`config.mk`:
```
export PLATFORM = sky130hd
export DESIGN_NAME = fcw_fault_capture_watchdog
export DESIGN_NICKNAME = d
export VERILOG_FILES = /design/src/core/fcw_pkg.sv /design/src/core/fcw_fault_capture_watchdog.sv
export SDC_FILE = /design/constraint.sdc
export NUM_CORES = 1
export LEC_CHECK = 0
export ABC_AREA = 1
export BUFFER_PORTS_ARGS = -buffer_cell sky130_fd_sc_hd__buf_2
export CORE_ASPECT_RATIO = 0.75
export CORE_UTILIZATION = 35
export DETAILED_ROUTE_END_ITERATION = 8
export PLACE_DENSITY = 0.65
export RECOVER_POWER = 25
export SLEW_MARGIN = 15
export SYNTH_ARGS = -nofsm -noshare
export SYNTH_HDL_FRONTEND = slang
export SYNTH_SLANG_ARGS = --single-unit
export TNS_END_PERCENT = 1
```
`constraint.sdc`:
```
create_clock -name core_clk -period 3.6 [get_ports core_clk]
set_input_delay 0.18 -clock core_clk [delete_from_list [all_inputs] [get_ports core_clk]]
set_output_delay 0.18 -clock core_clk [all_outputs]
set_load 0.005 [all_outputs]
```
`src/core/fcw_pkg.sv`:
```
package fcw_pkg;
   // Register indices; byte address is four times the index
   localparam logic [15:0] IDX_FAULT_CLEAR = 16'hf421;
   localparam logic [15:0] IDX_FAULT_FLAG = 16'hf427;
   localparam logic [15:0] IDX_ERROR_SOURCE_CODE = 16'hf428;
   localparam logic [15:0] IDX_SOURCE_MASK = 16'hf429;
   localparam logic [15:0] IDX_ERROR_PROGRAM_COUNT = 16'hf432;
   localparam logic [15:0] IDX_TIMEOUT_START_VALUE = 16'hf443;
   localparam logic [15:0] IDX_TIMEOUT_TICK_DIVIDER = 16'hf444;
   // Reset values
   localparam logic [15:0] RST_CODE = 16'h0000;
   localparam logic [15:0] RST_PC = 16'h0000;
   localparam logic [15:0] RST_MASK = 16'h0003;
   localparam logic [12:0] RST_START = 13'h0000;
   localparam logic [3:0] RST_SELECT = 4'h0;
   // Field layout
   localparam int START_W = 13;
   localparam int SELECT_W = 4;
   localparam int BIT_SOFTWARE = 15;
   localparam int BIT_LOOP = 14;
   localparam int BIT_STACK = 13;
   localparam int BIT_WATCHDOG = 12;
   localparam int BIT_DM1_LO = 8;
   localparam int BIT_DM0_LO = 4;
   localparam int BIT_PM_LO = 2;
   localparam int BIT_RC_LO = 0;
   // Tick interval timing: base 64 cycles, largest code 1011
   localparam int TICK_W = 17;
   localparam logic [16:0] TICK_BASE = 17'h0_0040;
   localparam logic [3:0] SELECT_MAX = 4'hb;
   // AXI responses
   localparam logic [1:0] RESP_OKAY = 2'h0;
   localparam logic [1:0] RESP_SLVERR = 2'h2;
endpackage

```
`src/core/fcw_fault_capture_watchdog.sv`:
```
`timescale 1ns/1ps
// How it works
// - Once the fault flag sets, the code register shows which source raised it.
// - Only the first reported error is captured; later ones ignored while held.
// - Software writes clear bit 1 then 0; then the next error is accepted.
// - Code bits 15..12 mean software, loop, stack and watchdog faults.
// - Bits 11..8 data mem1 banks, 7..4 data mem0, 3..2 program, 1..0 converters.
// - Code bits are read-only, reset to zero, one set for the captured source.
// - A software error stores the execute-stage program count.
// - Watchdog loads the start count and decrements once per tick.
// - Frame restart by the program reloads the watchdog to its start count.
// - Watchdog reaching zero raises a watchdog error to the fault logic.
// - Start count is a 13-bit field at bits 12..0, reset zero, rest reserved.
// - Total timeout is start count times the tick interval in clocks.
// - Select field bits 3..0: code 0 gives 64 clocks, doubling up to 131072.
// - Master fault flag is sticky until cleared by the clear control.
// - Each source has a mask bit; 1 blocks it, 0 lets it report.
module fcw_fault_capture_watchdog #(
   parameter int ADDR_W = 18
) (
   input wire logic core_clk,
   input wire logic rst_n,
   input wire logic [ADDR_W-1:0] s_axi_awaddr,
   input wire logic s_axi_awvalid,
   output logic s_axi_awready,
   input wire logic [31:0] s_axi_wdata,
   input wire logic [3:0] s_axi_wstrb,
   input wire logic s_axi_wvalid,
   output logic s_axi_wready,
   output logic [1:0] s_axi_bresp,
   output logic s_axi_bvalid,
   input wire logic s_axi_bready,
   input wire logic [ADDR_W-1:0] s_axi_araddr,
   input wire logic s_axi_arvalid,
   output logic s_axi_arready,
   output logic [31:0] s_axi_rdata,
   output logic [1:0] s_axi_rresp,
   output logic s_axi_rvalid,
   input wire logic s_axi_rready,
   input wire logic software_fault,
   input wire logic loop_fault,
   input wire logic stack_fault,
   input wire logic [3:0] data_mem1_fault,
   input wire logic [3:0] data_mem0_fault,
   input wire logic [1:0] program_mem_fault,
   input wire logic [1:0] rate_converter_fault,
   input wire logic [15:0] stage_program_count,
   input wire logic frame_restart,
   output logic fault_flag,
   output logic watchdog_error
);
   logic [15:0] error_source_code;
   logic [15:0] error_program_count;
   logic [15:0] source_mask;
   logic [12:0] timeout_start_field;
   logic [3:0] timeout_tick_select;
   logic fault_clear;
   logic [12:0] wd_count;
   logic wd_armed;
   logic [16:0] tick_count;
   logic tick;
   logic [16:0] tick_last;
   logic [3:0] select_eff;
   logic [15:0] raw_fault;
   logic [15:0] reported;
   logic [15:0] first_onehot;
   logic release_now;
   logic aw_held;
   logic w_held;
   logic [ADDR_W-1:0] aw_addr;
   logic [31:0] w_data;
   logic [3:0] w_strb;
   logic do_write;
   logic [15:0] wr_idx;
   logic wr_hit;
   logic [15:0] rd_idx;
   logic [15:0] next_rdata;
   logic next_rhit;

   // Source vector in code layout
   always_comb begin
      raw_fault = 16'h0000;
      raw_fault[fcw_pkg::BIT_SOFTWARE] = software_fault;
      raw_fault[fcw_pkg::BIT_LOOP] = loop_fault;
      raw_fault[fcw_pkg::BIT_STACK] = stack_fault;
      raw_fault[fcw_pkg::BIT_WATCHDOG] = watchdog_error;
      raw_fault[fcw_pkg::BIT_DM1_LO +: 4] = data_mem1_fault;
      raw_fault[fcw_pkg::BIT_DM0_LO +: 4] = data_mem0_fault;
      raw_fault[fcw_pkg::BIT_PM_LO +: 2] = program_mem_fault;
      raw_fault[fcw_pkg::BIT_RC_LO +: 2] = rate_converter_fault;
   end

   assign reported = raw_fault & ~source_mask;

   // One bit only, highest source wins on a tie
   always_comb begin
      first_onehot = 16'h0000;
      for (int i = 0; i < 16; i++) begin
         if (reported[i]) begin
            first_onehot = 16'h0001 << i;
         end
      end
   end

   // AXI write channel
   assign s_axi_awready = !aw_held && !s_axi_bvalid;
   assign s_axi_wready = !w_held && !s_axi_bvalid;
   assign do_write = aw_held && w_held && !s_axi_bvalid;
   assign wr_idx = aw_addr[ADDR_W-1:2];
   assign wr_hit = (wr_idx == fcw_pkg::IDX_FAULT_CLEAR) || (wr_idx == fcw_pkg::IDX_FAULT_FLAG)
      || (wr_idx == fcw_pkg::IDX_ERROR_SOURCE_CODE) || (wr_idx == fcw_pkg::IDX_SOURCE_MASK)
      || (wr_idx == fcw_pkg::IDX_ERROR_PROGRAM_COUNT) || (wr_idx == fcw_pkg::IDX_TIMEOUT_START_VALUE)
      || (wr_idx == fcw_pkg::IDX_TIMEOUT_TICK_DIVIDER);

   always_ff @(posedge core_clk) begin
      if (!rst_n) begin
         aw_held <= 1'b0;
         aw_addr <= '0;
      end else if (s_axi_awvalid && s_axi_awready) begin
         aw_held <= 1'b1;
         aw_addr <= s_axi_awaddr;
      end else if (do_write) begin
         aw_held <= 1'b0;
      end
   end

   always_ff @(posedge core_clk) begin
      if (!rst_n) begin
         w_held <= 1'b0;
         w_data <= 32'h0000_0000;
         w_strb <= 4'h0;
      end else if (s_axi_wvalid && s_axi_wready) begin
         w_held <= 1'b1;
         w_data <= s_axi_wdata;
         w_strb <= s_axi_wstrb;
      end else if (do_write) begin
         w_held <= 1'b0;
      end
   end

   always_ff @(posedge core_clk) begin
      if (!rst_n) begin
         s_axi_bvalid <= 1'b0;
         s_axi_bresp <= fcw_pkg::RESP_OKAY;
      end else if (do_write) begin
         s_axi_bvalid <= 1'b1;
         s_axi_bresp <= wr_hit ? fcw_pkg::RESP_OKAY : fcw_pkg::RESP_SLVERR;
      end else if (s_axi_bready) begin
         s_axi_bvalid <= 1'b0;
      end
   end

   // Writable control registers
   always_ff @(posedge core_clk) begin
      if (!rst_n) begin
         fault_clear <= 1'b0;
         source_mask <= fcw_pkg::RST_MASK;
         timeout_start_field <= fcw_pkg::RST_START;
         timeout_tick_select <= fcw_pkg::RST_SELECT;
      end else if (do_write) begin
         if (wr_idx == fcw_pkg::IDX_FAULT_CLEAR) begin
            if (w_strb[0]) begin
               fault_clear <= w_data[0];
            end
         end else if (wr_idx == fcw_pkg::IDX_SOURCE_MASK) begin
            if (w_strb[0]) begin
               source_mask[7:0] <= w_data[7:0];
            end
            if (w_strb[1]) begin
               source_mask[15:8] <= w_data[15:8];
            end
         end else if (wr_idx == fcw_pkg::IDX_TIMEOUT_START_VALUE) begin
            if (w_strb[0]) begin
               timeout_start_field[7:0] <= w_data[7:0];
            end
            if (w_strb[1]) begin
               timeout_start_field[12:8] <= w_data[12:8];
            end
         end else if (wr_idx == fcw_pkg::IDX_TIMEOUT_TICK_DIVIDER) begin
            if (w_strb[0]) begin
               timeout_tick_select <= w_data[3:0];
            end
         end
      end
   end

   // Release on the falling edge of the clear bit
   assign release_now = do_write && (wr_idx == fcw_pkg::IDX_FAULT_CLEAR) && w_strb[0]
      && fault_clear && !w_data[0];

   // Capture first error; a new error in the release cycle wins
   always_ff @(posedge core_clk) begin
      if (!rst_n) begin
         error_source_code <= fcw_pkg::RST_CODE;
      end else if (error_source_code == 16'h0000 || release_now) begin
         error_source_code <= first_onehot;
      end
   end

   always_ff @(posedge core_clk) begin
      if (!rst_n) begin
         fault_flag <= 1'b0;
      end else if (|reported) begin
         fault_flag <= 1'b1;
      end else if (release_now) begin
         fault_flag <= 1'b0;
      end
   end

   always_ff @(posedge core_clk) begin
      if (!rst_n) begin
         error_program_count <= fcw_pkg::RST_PC;
      end else if (software_fault) begin
         error_program_count <= stage_program_count;
      end else if (do_write && wr_idx == fcw_pkg::IDX_ERROR_PROGRAM_COUNT) begin
         if (w_strb[0]) begin
            error_program_count[7:0] <= w_data[7:0];
         end
         if (w_strb[1]) begin
            error_program_count[15:8] <= w_data[15:8];
         end
      end
   end

   // Tick divider
   assign select_eff = (timeout_tick_select > fcw_pkg::SELECT_MAX) ? fcw_pkg::SELECT_MAX
      : timeout_tick_select;
   // Largest code wraps to zero, so minus one still gives the full interval
   assign tick_last = (fcw_pkg::TICK_BASE << select_eff) - 17'h0_0001;
   assign tick = (tick_count == tick_last);

   always_ff @(posedge core_clk) begin
      if (!rst_n) begin
         tick_count <= '0;
      end else if (frame_restart || tick || tick_count > tick_last) begin
         tick_count <= '0;
      end else begin
         tick_count <= tick_count + 17'h0_0001;
      end
   end

   // Down counter; total time is start count times interval
   always_ff @(posedge core_clk) begin
      if (!rst_n) begin
         wd_count <= '0;
         wd_armed <= 1'b0;
         watchdog_error <= 1'b0;
      end else begin
         watchdog_error <= 1'b0;
         if (frame_restart) begin
            wd_count <= timeout_start_field;
            wd_armed <= 1'b1;
         end else if (wd_armed && wd_count == 13'h0000) begin
            wd_armed <= 1'b0;
            watchdog_error <= 1'b1;
         end else if (wd_armed && tick) begin
            wd_count <= wd_count - 13'h0001;
         end
      end
   end

   // AXI read channel
   assign s_axi_arready = !s_axi_rvalid;
   assign rd_idx = s_axi_araddr[ADDR_W-1:2];

   always_comb begin
      next_rhit = 1'b1;
      next_rdata = 16'h0000;
      if (rd_idx == fcw_pkg::IDX_FAULT_CLEAR) begin
         next_rdata = {15'h0000, fault_clear};
      end else if (rd_idx == fcw_pkg::IDX_FAULT_FLAG) begin
         next_rdata = {15'h0000, fault_flag};
      end else if (rd_idx == fcw_pkg::IDX_ERROR_SOURCE_CODE) begin
         next_rdata = error_source_code;
      end else if (rd_idx == fcw_pkg::IDX_SOURCE_MASK) begin
         next_rdata = source_mask;
      end else if (rd_idx == fcw_pkg::IDX_ERROR_PROGRAM_COUNT) begin
         next_rdata = error_program_count;
      end else if (rd_idx == fcw_pkg::IDX_TIMEOUT_START_VALUE) begin
         next_rdata = {3'h0, timeout_start_field};
      end else if (rd_idx == fcw_pkg::IDX_TIMEOUT_TICK_DIVIDER) begin
         next_rdata = {12'h000, timeout_tick_select};
      end else begin
         next_rhit = 1'b0;
      end
   end

   always_ff @(posedge core_clk) begin
      if (!rst_n) begin
         s_axi_rvalid <= 1'b0;
         s_axi_rdata <= 32'h0000_0000;
         s_axi_rresp <= fcw_pkg::RESP_OKAY;
      end else if (s_axi_arvalid && s_axi_arready) begin
         s_axi_rvalid <= 1'b1;
         s_axi_rdata <= {16'h0000, next_rdata};
         s_axi_rresp <= next_rhit ? fcw_pkg::RESP_OKAY : fcw_pkg::RESP_SLVERR;
      end else if (s_axi_rready) begin
         s_axi_rvalid <= 1'b0;
      end
   end
endmodule

```
After elaboration in Yosys (flattened, before gate mapping)
Index checks and enable logic that the tools add are counted.

storage, ports and cells
  bits in registers = 159
  logic and storage cells = 156
  output and inout port bits = 43

operators by class
  magnitude comparators = 2
  shifts and indexed selects = 1
  $add $sub $neg = 3
  bitwise logic cells = 6
  reduce and logical (&&, ||, !) cells = 52
  eq/ne operators = 16
  multiplexer cells = 52

operator list
  kind                     number
  $mux W16                 22
  $eq A16 B16 Y1 const B   14
  $mux W13                 4
  $mux W1                  20
  $reduce_bool A2 Y1       10
  $add A17 B1 Y17 const B  1
  $eq A17 B17 Y1           1
  $gt A17 B17 Y1           1
  $shl A7 B4 Y17 const A   1
  $sub A17 B1 Y17 const B  1
  $and A16 B16 Y16         1
  $logic_not A16 Y1        1
  $mux W8                  2
  $not A16 Y16             1
  $reduce_or A16 Y1        1
  $logic_and A1 B1 Y1      14
  $logic_not A13 Y1        1
  $sub A13 B1 Y13 const B  1
  $reduce_and A5 Y1        2
  $logic_or A1 B1 Y1       9
  $mux W4                  2
  $reduce_and A4 Y1        2
  $reduce_and A2 Y1        3
  $reduce_and A6 Y1        1
  other kinds (7)          16

Depth between registers and ports, before layout
Gate-level depths: netlist (run 1).

  depth in word-level cells = 18
  gate-level depth with buffers = 18

Worst setup path before layout (run 1)
No wires, ideal clock.

  path type = register -> register
  start point = register timeout_tick_select[2]
  end point = register wd_count[10]
  path slack = 0.943 ns
  data arrival time = 2.587 ns
  clock period less this slack = 2.657 ns
  stages on the path, launching flop included = 18
  required time = 3.530 ns
  cells stage by stage = dfxtp_1 > clkbuf_1 > a21oi_1 > nand2_1 > nor2_1 > inv_1 > ha_1 > nand2_1 > o21ai_0 > mux2_2 > ha_1 > nand2_1 > nor2_1 > nand4_1 > o21ai_1 > buf_4 > nand3_1 > a21oi_1

on the way
  cells in the longest elaborated chain, start to end = 8

RTL lines
  element                                RTL line                           text
  start, declared                        fcw_fault_capture_watchdog.sv:56   logic [3:0] timeout_tick_select;
  start signal, assigned                 fcw_fault_capture_watchdog.sv:159  timeout_tick_select <= fcw_pkg::RST_SELECT;
  start signal, assigned                 fcw_fault_capture_watchdog.sv:181  timeout_tick_select <= w_data[3:0];
  $gt A4 B4 Y1                           fcw_fault_capture_watchdog.sv:226  assign select_eff = (timeout_tick_select > fcw_pkg::SELECT_MAX) ? fcw_pkg::SELECT_MAX
  $mux W4 *                              fcw_fault_capture_watchdog.sv:226
  $shl A7 B4 Y17 *                       fcw_fault_capture_watchdog.sv:229  assign tick_last = (fcw_pkg::TICK_BASE << select_eff) - 17'h0_0001;
  $sub A17 B1 Y17 *                      fcw_fault_capture_watchdog.sv:229
  $eq A17 B17 Y1 *                       fcw_fault_capture_watchdog.sv:230  assign tick = (tick_count == tick_last);
  $logic_and A1 B1 Y1 *                  fcw_fault_capture_watchdog.sv:256  end else if (wd_armed && tick) begin
  $reduce_bool A2 Y1 (no source line) *  n/a
  $reduce_and A2 Y1 (no source line) *   n/a
  end signal, assigned                   fcw_fault_capture_watchdog.sv:251  wd_count <= timeout_start_field;
  end signal, assigned                   fcw_fault_capture_watchdog.sv:257  wd_count <= wd_count - 13'h0001;
  end, declared                          fcw_fault_capture_watchdog.sv:58   logic [12:0] wd_count;

Every way passes the cells marked *; elsewhere a longest branch is shown, timed or not.
A chain may end at the register's enable or synchronous reset.

Final worst setup path (run 1)
  start point = register timeout_tick_select[3]
  end point = register wd_count[10]

The elaborated chain is that of the path after synthesis.

==> metrics.csv, run 1 <==
metric,value,unit
status,completed,
routed_via_density,4.99,
place_ws,0.478,ns
syn_area,8210,um2
relSlewSlack,32.9,%
cts_tree,built,
dp_hpwl,16500,um
cts_sinks,155,
cts_buffers,17,
post-route-period-util,88.4,%
synthFlopType,dfxtp_1,
crit_type,flop to flop,
required,3.88,ns
power.density,465,nW/um2
period_minus_slack,3.18,ns
drc,0,
syn_to_final_growth,15.8,%
setup_ws,0.417,ns
place_area,8900,um2
cts.path.max_buffers,2,
wl_per_cell,13.8,um
min_path_cells,3,
synth_enable_flop_cells,0,
hp-class,input port to flop,
gp_congestion,0.879,
die_area,24100,um2
met2_usage,28.4,%
cts_max_level,4,
async_reset_ff_share,0,%
first_global_vias,7140,
slew_viol_final,0,
io_pins,154,
dr.pass1.iters,5,
ctsRootBufferMaster,clkbuf_16,
core-area,23000,um2
cts_resized,0,
crit_arrival,3.47,ns
worst_pin_slew,1.00,ns
antenna_found_initial,0,
clock_latency,0.43,ns
grt-ovfl-total,0,
drtIter0Drc,729,
grt_pass1_wl,35400,um
syn-mean-instance-area,6.81,um2
gr-max-usage-layer,met2,
rsz0062_at_grt,no,
finalSetupTns,0,ns
synth_cell_types,42,
antenna_left,0,
ff2ff_path_depth,17,
cp-start-kind,flop,
cp_max_fo,12,
clkTransAtPathRegs,0.07,ns
port_buffers,113,
endpoint_kind,flop,
use_met3,2.90,%
holdWs,0.00624,ns
drt_wl_total,22300,um
row_count,48,
hold_viol,0,
dieHeight,135,um
yosys_warnings,0,
vias,8066,
seq_area_frac_synth,37.8,%
p_leak,4.10,nW
design_area,9500,um2
drive_above_1_share,15.3,%
fmax,314,MHz
use_met1,27.4,%
track_usage,18.7,%
drv_cap,0,
ys_ff_latch,155,
grt_start_max_net_pins,106,
syn_inst,1205,
nets,1430,
antenna_cells,0,
ir_drop,0.301,mV
setup_viol,0,
start_util,35.7,%
die_w,179,um
num-fill-cells,2429,
clock_skew,0.0117,ns
[layout make-up]
class                      count  area [um2]  area share (%)
multi-input combinational    885        4330            45.6
timing repair buffer         121         619            6.52
inverter                     125         474            4.99
clock inverter                15         174            1.83
sequential                   155        3100            32.7
clock buffer                  17         425            4.48
tap                          300         375            3.95
[stage by stage]
step | utilization [%] | power (mW) | cells
2_1_floorplan | - | 2.45 | 1222
4_1_cts | 41.5 | 4.44 | 1618
3_5_place_dp | 38.7 | 2.61 | 1582
3_3_place_gp | 38.7 | 2.60 | 1582
5_1_grt | 41.3 | 4.62 | 1618
6_report | 41.3 | 4.42 | 1618
[cells by family (layout without fill, tap and decap cells)]
family / count (synthesis) / in the layout / synth area share (%)
other: 1 / 18 / 0.0457
flip-flops: 155 / 155 / 37.8
AO/OA/AOI/OAI: 239 / 239 / 15.0
AND/OR/NAND/NOR: 602 / 602 / 33.8
adder cells (fa/ha/maj): 14 / 14 / 2.13
XOR/XNOR: 11 / 11 / 1.17
multiplexers: 1 / 1 / 0.137
buffers and inverters: 182 / 278 / 9.88
[sequential cells by signal, summed over array words and instances, names as in the netlist, 2 cells and up]
register             count
wd_count                13
error_source_code       16
source_mask             16
s_axi_rdata             16
w_data                  16
error_program_count     16
tick_count              17
w_strb                   2
aw_addr                 16
timeout_tick_select      4
timeout_start_field     13
[metal layers]
metal	up-vias	part of all wire (%)
met2	231	44
met1	3696	50
met4	0	1.1
li1	4120	-
met5	-	0
met3	19	4.9
[synthesized netlist by cell type (3+ instances only)]
library cell | instances | area share [%]
nor2_1 | 176 | 8.0
nor4_1 | 6 | 0.46
inv_2 | 22 | 1.0
dfxtp_1 | 155 | 38
nand2_2 | 7 | 0.53
o21ai_0 | 98 | 6.0
ha_1 | 14 | 2.1
nor3b_1 | 5 | 0.46
nand4_1 | 22 | 1.7
o21ai_1 | 17 | 1.0
buf_2 | 8 | 0.49
nor2_2 | 19 | 1.4
nand2_1 | 223 | 10
inv_1 | 101 | 4.6
o211ai_1 | 7 | 0.64
nor3_1 | 24 | 1.5
nor3_2 | 4 | 0.49
nand3_1 | 78 | 4.8
nand3b_1 | 15 | 1.4
xor2_1 | 8 | 0.85
clkbuf_1 | 23 | 1.1
a21oi_1 | 110 | 6.7
nor2_4 | 9 | 1.2
buf_4 | 22 | 2.0
xnor2_1 | 3 | 0.32
buf_6 | 4 | 0.55
or2_0 | 3 | 0.23
[timing repair]
item / CTS / global route
endpoints found under the hold margin: 4 / 0
buffers inserted: 0 / 0
hold buffers: 4 / 0
[worst max-delay path, cell delays in order (launching register included)]
cell and delay (ns):
dfxtp_1 0.41, a21oi_1 0.24, nand2_1 0.11, nor2_1 0.16, inv_1 0.06, ha_1 0.23, nand2_1 0.10, o21ai_0 0.07
mux2_2 0.28, ha_1 0.30, nand2_1 0.05, nor2_1 0.13, nand4_1 0.24, o21ai_1 0.21, buf_4 0.21, inv_1 0.11
nand2_1 0.07, a21oi_1 0.05
[layout by cell type (no fill, tap or decap), drive strengths merged]
| cell | n |
|---|---|
| mux2 | 1 |
| nor3 | 28 |
| o21bai | 2 |
| bufinv | 1 |
| xnor2 | 3 |
| or2 | 6 |
| o21a | 2 |
| xor2 | 8 |
| a21oi | 110 |
| nand3b | 15 |
| inv | 132 |
| nand4 | 24 |
| dfxtp | 155 |
| a22oi | 2 |
| nor3b | 5 |
| dlygate4sd3 | 4 |
| clkbuf | 32 |
| clkinv | 6 |
| clkinvlp | 1 |
| nand3 | 80 |
| nor4 | 8 |
| o21ai | 115 |
| ha | 14 |
| conb | 18 |
| buf | 102 |
| a31oi | 1 |
| o211ai | 7 |
| nand2 | 232 |
| nor2 | 204 |
[final timing paths]
kind                                       startpoint                         to  slack [ns]
setup / recovery  timeout_tick_select[3]$_SDFFE_PN0P_  wd_count[10]$_SDFFE_PN0P_        0.42
hold / removal                        s_axi_wdata[13]    w_data[13]$_SDFFE_PN0P_       0.006
hold reg to reg              tick_count[0]$_SDFF_PP0_   tick_count[0]$_SDFF_PP0_        0.45
setup reg to reg  timeout_tick_select[3]$_SDFFE_PN0P_  wd_count[10]$_SDFFE_PN0P_        0.42
[power by group]
| part | internal (mW) | switching, mW | total (mW) |
|---|---|---|---|
| logic | 0.250 | 0.445 | 0.695 |
| registers | 1.82 | 0.0722 | 1.89 |
| clock network | 0.993 | 0.837 | 1.83 |
Note: power is estimated with default switching activity, not from simulation.
==> run 2, diff against run 1 <==
- HOLD_SLACK_MARGIN: default -> 0.02
- PLACE_DENSITY: 0.65 -> default
- PLACE_DENSITY_LB_ADDON: default -> 0.1
==> run 2 against run 1 <==
Compared with the run above:
- non-clock buffer count grew 12
- via count shrank 2.7%
- final cell count grew 0.74%
- clock skew shrank 0.0059 ns
- die area is the same
- first-iteration DRC count shrank 34%
- flip-flop and latch count is the same
- register-to-register slack gained 0.11 ns
- critical path type unchanged
- largest power group unchanged
==> metrics.csv, run 2 (synthesis gave the netlist of run 1 again) <==
metric,value,unit,change
place_ws,0.540,ns,was 0.478 ns
io_pins,154,,unchanged
power.density,462,nW/um2,was 465 nW/um2
p_total,4.44,mW,was 4.42 mW
num-fill-cells,2473,,was 2429
antenna_found_initial,0,,unchanged
rsz0062_at_grt,no,,unchanged
cp_max_fo,12,,unchanged
drtIter0Drc,478,,was 729
cp-start-kind,flop,,unchanged
setup_viol,0,,unchanged
drt_wl_total,23200,um,was 22300 um
cts_buffers,17,,unchanged
hp-class,input port to flop,,unchanged
ctsRootBufferMaster,clkbuf_16,,unchanged
cts.path.max_buffers,2,,unchanged
dp_hpwl,17400,um,was 16500 um
gp_congestion,0.870,,was 0.879
fmax,326,MHz,was 314 MHz
hold_viol,0,,unchanged
cts_tree,built,,unchanged
clkTransAtPathRegs,0.06,ns,was 0.07 ns
grt-ovfl-total,0,,unchanged
period_minus_slack,3.07,ns,was 3.18 ns
hold_buffers,14,,was 4
drc,0,,unchanged
wl_per_cell,14.2,um,was 13.8 um
most-common-layout-cells,"nand2_1 (225), nor2_1 (181), dfxtp_1 (155), a21oi_1 (110), inv_1 (102)",,"was nand2_1 (225), nor2_1 (179), dfxtp_1 (155), a21oi_1 (110), inv_1 (103)"
die_w,179,um,unchanged
post-route-period-util,85.3,%,was 88.4%
crit_type,flop to flop,,unchanged
die_area,24100,um2,unchanged
slowest_stage,dfxtp_1,,unchanged
clock_skew,0.00574,ns,was 0.0117 ns
core-area,23000,um2,unchanged
relSlewSlack,31.1,%,was 32.9%
status,completed,,unchanged
clock_latency,0.43,ns,about the same
antenna_left,0,,unchanged
cts_resized,0,,unchanged
cp_slowest_stage_delay,0.42,ns,was 0.41 ns
endpoint_kind,flop,,unchanged
top_register,tick_count,,unchanged
finalSetupTns,0,ns,unchanged
nets,1442,,was 1430
track_usage,19.8,%,was 18.7%
antenna_cells,0,,unchanged
slew_viol_final,0,,unchanged
grt_start_max_net_pins,63,,was 106
first_global_vias,7067,,was 7140
cts_setup_buffers,0,,unchanged
vias,7849,,was 8066
grt_pass1_wl,37000,um,was 35400 um
p_leak,4.14,nW,was 4.10 nW
port_buffers,113,,unchanged
cts_max_level,4,,unchanged
dr.pass1.iters,7,,was 5
setup_ws,0.529,ns,was 0.417 ns
cts_sinks,155,,unchanged
drive_above_1_share,15.1,%,was 15.3%
start_util,35.7,%,unchanged
crit_chain,"a21oi_1, nand2_1, nor2_1, inv_1, ha_1, nand2_1, o21ai_0, mux2_2, ha_1, nand2_1, nor2_1, nand4_1, nor2_1, nand2_4, nor2_1, nor3_1",,"was a21oi_1, nand2_1, nor2_1, inv_1, ha_1, nand2_1, o21ai_0, mux2_2, ha_1, nand2_1, nor2_1, nand4_1, o21ai_1, buf_4, inv_1, nand2_1, a21oi_1"
layout_commonest_cell,nand2_1,,unchanged
dieHeight,135,um,unchanged
routed_via_density,4.82,,was 4.99
crit_top_cell,nor2_1,,was nand2_1
ir_drop,0.352,mV,was 0.301 mV
crit_arrival,3.38,ns,was 3.47 ns
worst_pin_slew,1.03,ns,was 1.00 ns
drv_cap,0,,unchanged
row_count,48,,unchanged
largest_reg_flops,17,,unchanged
required,3.91,ns,was 3.88 ns
syn_to_final_growth,16.9,%,was 15.8%
-- run 2: cell type report --
type	instances	area (um2)	area share (%)
Timing Repair Buffer	133	734	7.65
Inverter	125	474	4.94
Tap cell	300	375	3.91
Clock buffer	20	457	4.76
Sequential cell	155	3100	32.3
Clock inverter	12	139	1.45
Multi-Input combinational cell	885	4310	45.0
-- run 2: metrics by stage --
| step | cell area, um2 | util (%) | hold WS, ns | std cells |
|---|---|---|---|---|
| after floorplan | 8270 | - | 0.342 | 1222 |
| after global placement | 8920 | 38.8 | 0.432 | 1584 |
| after detailed placement | 8920 | 38.8 | 0.435 | 1584 |
| after CTS | 9660 | 42.0 | 0.0203 | 1630 |
| after global routing | 9600 | 41.7 | 0.0290 | 1630 |
| final | 9600 | 41.7 | 0.0362 | 1630 |
-- run 2: final timing paths --
path / startpoint / endpoint / slack, ns / cells past startpoint
min reg2reg: tick_count[0]$_SDFF_PP0_ / tick_count[0]$_SDFF_PP0_ / 0.45 / 1
min: s_axi_wdata[4] / w_data[4]$_SDFFE_PN0P_ / 0.04 / 3
max reg2reg: timeout_tick_select[3]$_SDFFE_PN0P_ / wd_count[8]$_SDFFE_PN0P_ / 0.53 / 16
max: timeout_tick_select[3]$_SDFFE_PN0P_ / wd_count[8]$_SDFFE_PN0P_ / 0.53 / 16
-- run 2: worst max-delay path, delay by kind of cell, from the launching register on --
kind                     cells  cell delay (ns)
multiplexers                 1             0.28
AND/OR/NAND/NOR             10             1.38
buffers and inverters        1             0.06
adder cells (fa/ha/maj)      2             0.52
AO/OA/AOI/OAI                2             0.30
flip-flops                   1             0.42
-- run 2: layer usage --
layer / track usage [%] / wire length, um / vias to the layer above
met2: 28.7 / 9580 / 146
met3: 3.35 / 817 / 12
met1: 30.3 / 12600 / 3544
met5: 0 / 0 / -
li1: - / - / 4147
met4: 4.10 / 170 / 0
-- run 2: power breakdown --
group	switching [mW]	leakage (nW)	internal, mW	total (mW)
registers	0.0701	1.27	1.82	1.89
logic	0.453	2.59	0.259	0.712
clock network	0.769	0.285	1.07	1.84
==> run 3, diff against run 2 <==
- clock period: 3.6 -> 2.55 ns (I/O delays scaled with it)
==> run 3 against run 2 <==
Compared with the run above:
- the run now ends with setup timing left
- sequential power grew 41%
- clock skew grew 0.0084 ns
- flip-flop and latch count is the same
- combinational power grew 49%
- first-iteration DRC count shrank 0.42%
- routed wire length grew 2.9%
- final cell count grew 3.5%
- register-to-register slack lost 0.69 ns
- via count grew 3.5%
- worst setup slack lost 0.69 ns
- core utilization grew 2.7 points
- critical path type unchanged
- critical endpoint is now wd_count[2]$_SDFFE_PN0P_
==> metrics.csv, run 3 (synthesis gave the netlist of run 1 again) <==
metric,value,unit,change
status,finished with violations,,was completed
violations,setup timing,,
min_path_cells,3,,unchanged
hold_viol,0,,unchanged
p_total,6.22,mW,was 4.44 mW
setup_ws,-0.161,ns,was 0.529 ns
dieHeight,135,um,unchanged
drc,0,,unchanged
rrSetupSlack,-0.16,ns,was 0.53 ns
clock_skew,0.0142,ns,was 0.00574 ns
fmax,369,MHz,was 326 MHz
worst_pin_slew,0.971,ns,was 1.03 ns
first_global_vias,7431,,was 7067
finalNonFillerCells,1687,,was 1630
met2_usage,30.5,%,was 28.7%
routed_via_density,4.82,,about the same
hp-class,input port to flop,,unchanged
power.density,609,nW/um2,was 462 nW/um2
holdWs,0.0288,ns,was 0.0362 ns
endpoint_kind,flop,,unchanged
row_count,48,,unchanged
drv_cap,0,,unchanged
setup.worst_path.start,timeout_tick_select[3]$_SDFFE_PN0P_,,unchanged
ff2ff_path_depth,16,,unchanged
layout_commonest_cell,nand2_1,,unchanged
r2r-end,wd_count[2]$_SDFFE_PN0P_,,was wd_count[8]$_SDFFE_PN0P_
holdCritStartpoint,s_axi_rready,,was s_axi_wdata[4]
reg2reg_from,timeout_tick_select[3]$_SDFFE_PN0P_,,unchanged
cp_max_fo,5,,was 12
antenna_cells,0,,unchanged
die_area,24100,um2,unchanged
rsz0062_at_grt,yes,,was no
clock_latency,0.43,ns,about the same
vias,8123,,was 7849
wl_per_cell,14.1,um,was 14.2 um
ctsRootBufferMaster,clkbuf_16,,unchanged
post-route-util,44.4,%,was 41.7%
use_met3,3.18,%,was 3.35%
relSlewSlack,35.0,%,was 31.1%
grt_start_max_net_pins,73,,was 63
core-area,23000,um2,unchanged
crit_type,flop to flop,,unchanged
most-common-layout-cells,"nand2_1 (221), nor2_1 (169), dfxtp_1 (153), a21oi_1 (109), inv_1 (100)",,"was nand2_1 (225), nor2_1 (181), dfxtp_1 (155), a21oi_1 (110), inv_1 (102)"
grt_pass1_wl,38000,um,was 37000 um
io_pins,154,,unchanged
antenna_found_initial,0,,unchanged
clkTransAtPathRegs,0.07,ns,was 0.06 ns
use_met1,29.8,%,was 30.3%
required,2.90,ns,was 3.91 ns
setup_viol,30,,was 0
dr.pass1.iters,5,,was 7
cts_sinks,155,,unchanged
p_leak,4.44,nW,was 4.14 nW
ir_drop,0.298,mV,was 0.352 mV
slew_viol_final,0,,unchanged
drtIter0Drc,476,,was 478
num-fill-cells,2414,,was 2473
drive_above_1_share,19.0,%,was 15.1%
placed_cells,1612,,was 1584
cts_tree,built,,unchanged
cts.path.max_buffers,2,,unchanged
gp_congestion,0.835,,was 0.870
cts_buffers,17,,unchanged
cts_max_level,4,,unchanged
post-route-period-util,106,%,was 85.3%
track_usage,20.1,%,was 19.8%
largest_reg_flops,17,,unchanged
syn_to_final_growth,24.5,%,was 16.9%
grt-ovfl-total,0,,unchanged
drt_wl_total,23800,um,was 23200 um
dp_hpwl,17700,um,was 17400 um
cp-start-kind,flop,,unchanged
antenna_left,0,,unchanged
gr-max-usage-layer,met2,,was met1
die_w,179,um,unchanged
start_util,35.7,%,unchanged
port_buffers,113,,unchanged
period_minus_slack,2.71,ns,was 3.07 ns
top_register,tick_count,,unchanged
crit_arrival,3.06,ns,was 3.38 ns
nets,1499,,was 1442
holdPathEnd,s_axi_rvalid$_SDFFE_PN0P_,,was w_data[4]$_SDFFE_PN0P_
## run 3: cell count changes in the layout (fill, tap and decap cells not counted), sizes merged
cell / before / now
clkinvlp: 3 / 1
clkbuf: 35 / 34
clkinv: 6 / 8
inv: 126 / 131
dlygate4sd3: 14 / 35
bufinv: 2 / 0
buf: 104 / 138
## run 3: how the worst max path moves through the flow
stage | to | slack (ns) | depth (start not counted)
global placement | wd_count[9]$_SDFFE_PN0P_ | -0.14 | 16
detailed placement | wd_count[9]$_SDFFE_PN0P_ | -0.27 | 16
CTS | wd_count[9]$_SDFFE_PN0P_ | -0.11 | 16
floorplan | wd_count[10]$_SDFFE_PN0P_ | 0.004 | 17
finish | wd_count[2]$_SDFFE_PN0P_ | -0.16 | 16
global route | wd_count[3]$_SDFFE_PN0P_ | -0.31 | 16
## run 3: metrics by stage
step	setup WS (ns)	instance area (um2)	setup TNS, ns
after floorplan	0.00442	8300	0
after global placement	-0.143	9160	-1.24
after detailed placement	-0.266	9160	-4.30
after CTS	-0.115	10200	-1.24
after global routing	-0.313	10200	-6.70
final	-0.161	10200	-2.35
## run 3: worst max-delay path: stages (launching register included)
cell and delay, ns:
dfxtp_4 0.36, a21oi_2 0.14, nand2_1 0.10, nor2_2 0.16
inv_2 0.06, ha_4 0.18, nand2_4 0.06, o21ai_2 0.05
mux2_4 0.27, ha_4 0.28, nand2_4 0.05, nor2_4 0.08
nand4_1 0.22, o21ai_4 0.28, buf_6 0.15, nor2_2 0.04
nor3_2 0.14
## run 3: repair_timing
item | in CTS | in global routing
cloned | 0 | 0
hold buffers | 35 | 0
pin swaps | 10 | 9
gates resized for setup | 19 | 10
setup endpoints to repair | 30 | 30
setup buffers | 5 | 3
hold endpoints to repair | 35 | 0
## run 3: cell type report
| type | instances | area, um2 | area share, % |
|---|---|---|---|
| Sequential cell | 155 | 3110 | 30.4 |
| Timing Repair Buffer | 190 | 1220 | 12.0 |
| Multi-Input combinational cell | 885 | 4450 | 43.6 |
| Tap cell | 300 | 375 | 3.67 |
| Clock buffer | 17 | 425 | 4.16 |
| Inverter | 125 | 474 | 4.64 |
| Clock inverter | 15 | 154 | 1.51 |
## run 3: where the power goes
part / leakage, nW / internal, mW / switching, mW
Combinational: 2.89 / 0.408 / 0.651
Sequential: 1.27 / 2.57 / 0.101
Clock: 0.282 / 1.30 / 1.19
## run 3: per-layer routing
| layer | up-vias | share of wire [%] | routed length [um] |
|---|---|---|---|
| li1 | 4254 | - | - |
| met1 | 3654 | 52 | 12300 |
| met2 | 205 | 43 | 10200 |
| met3 | 10 | 4.7 | 1130 |
| met4 | 0 | 0.53 | 127 |
| met5 | - | 0 | 0 |
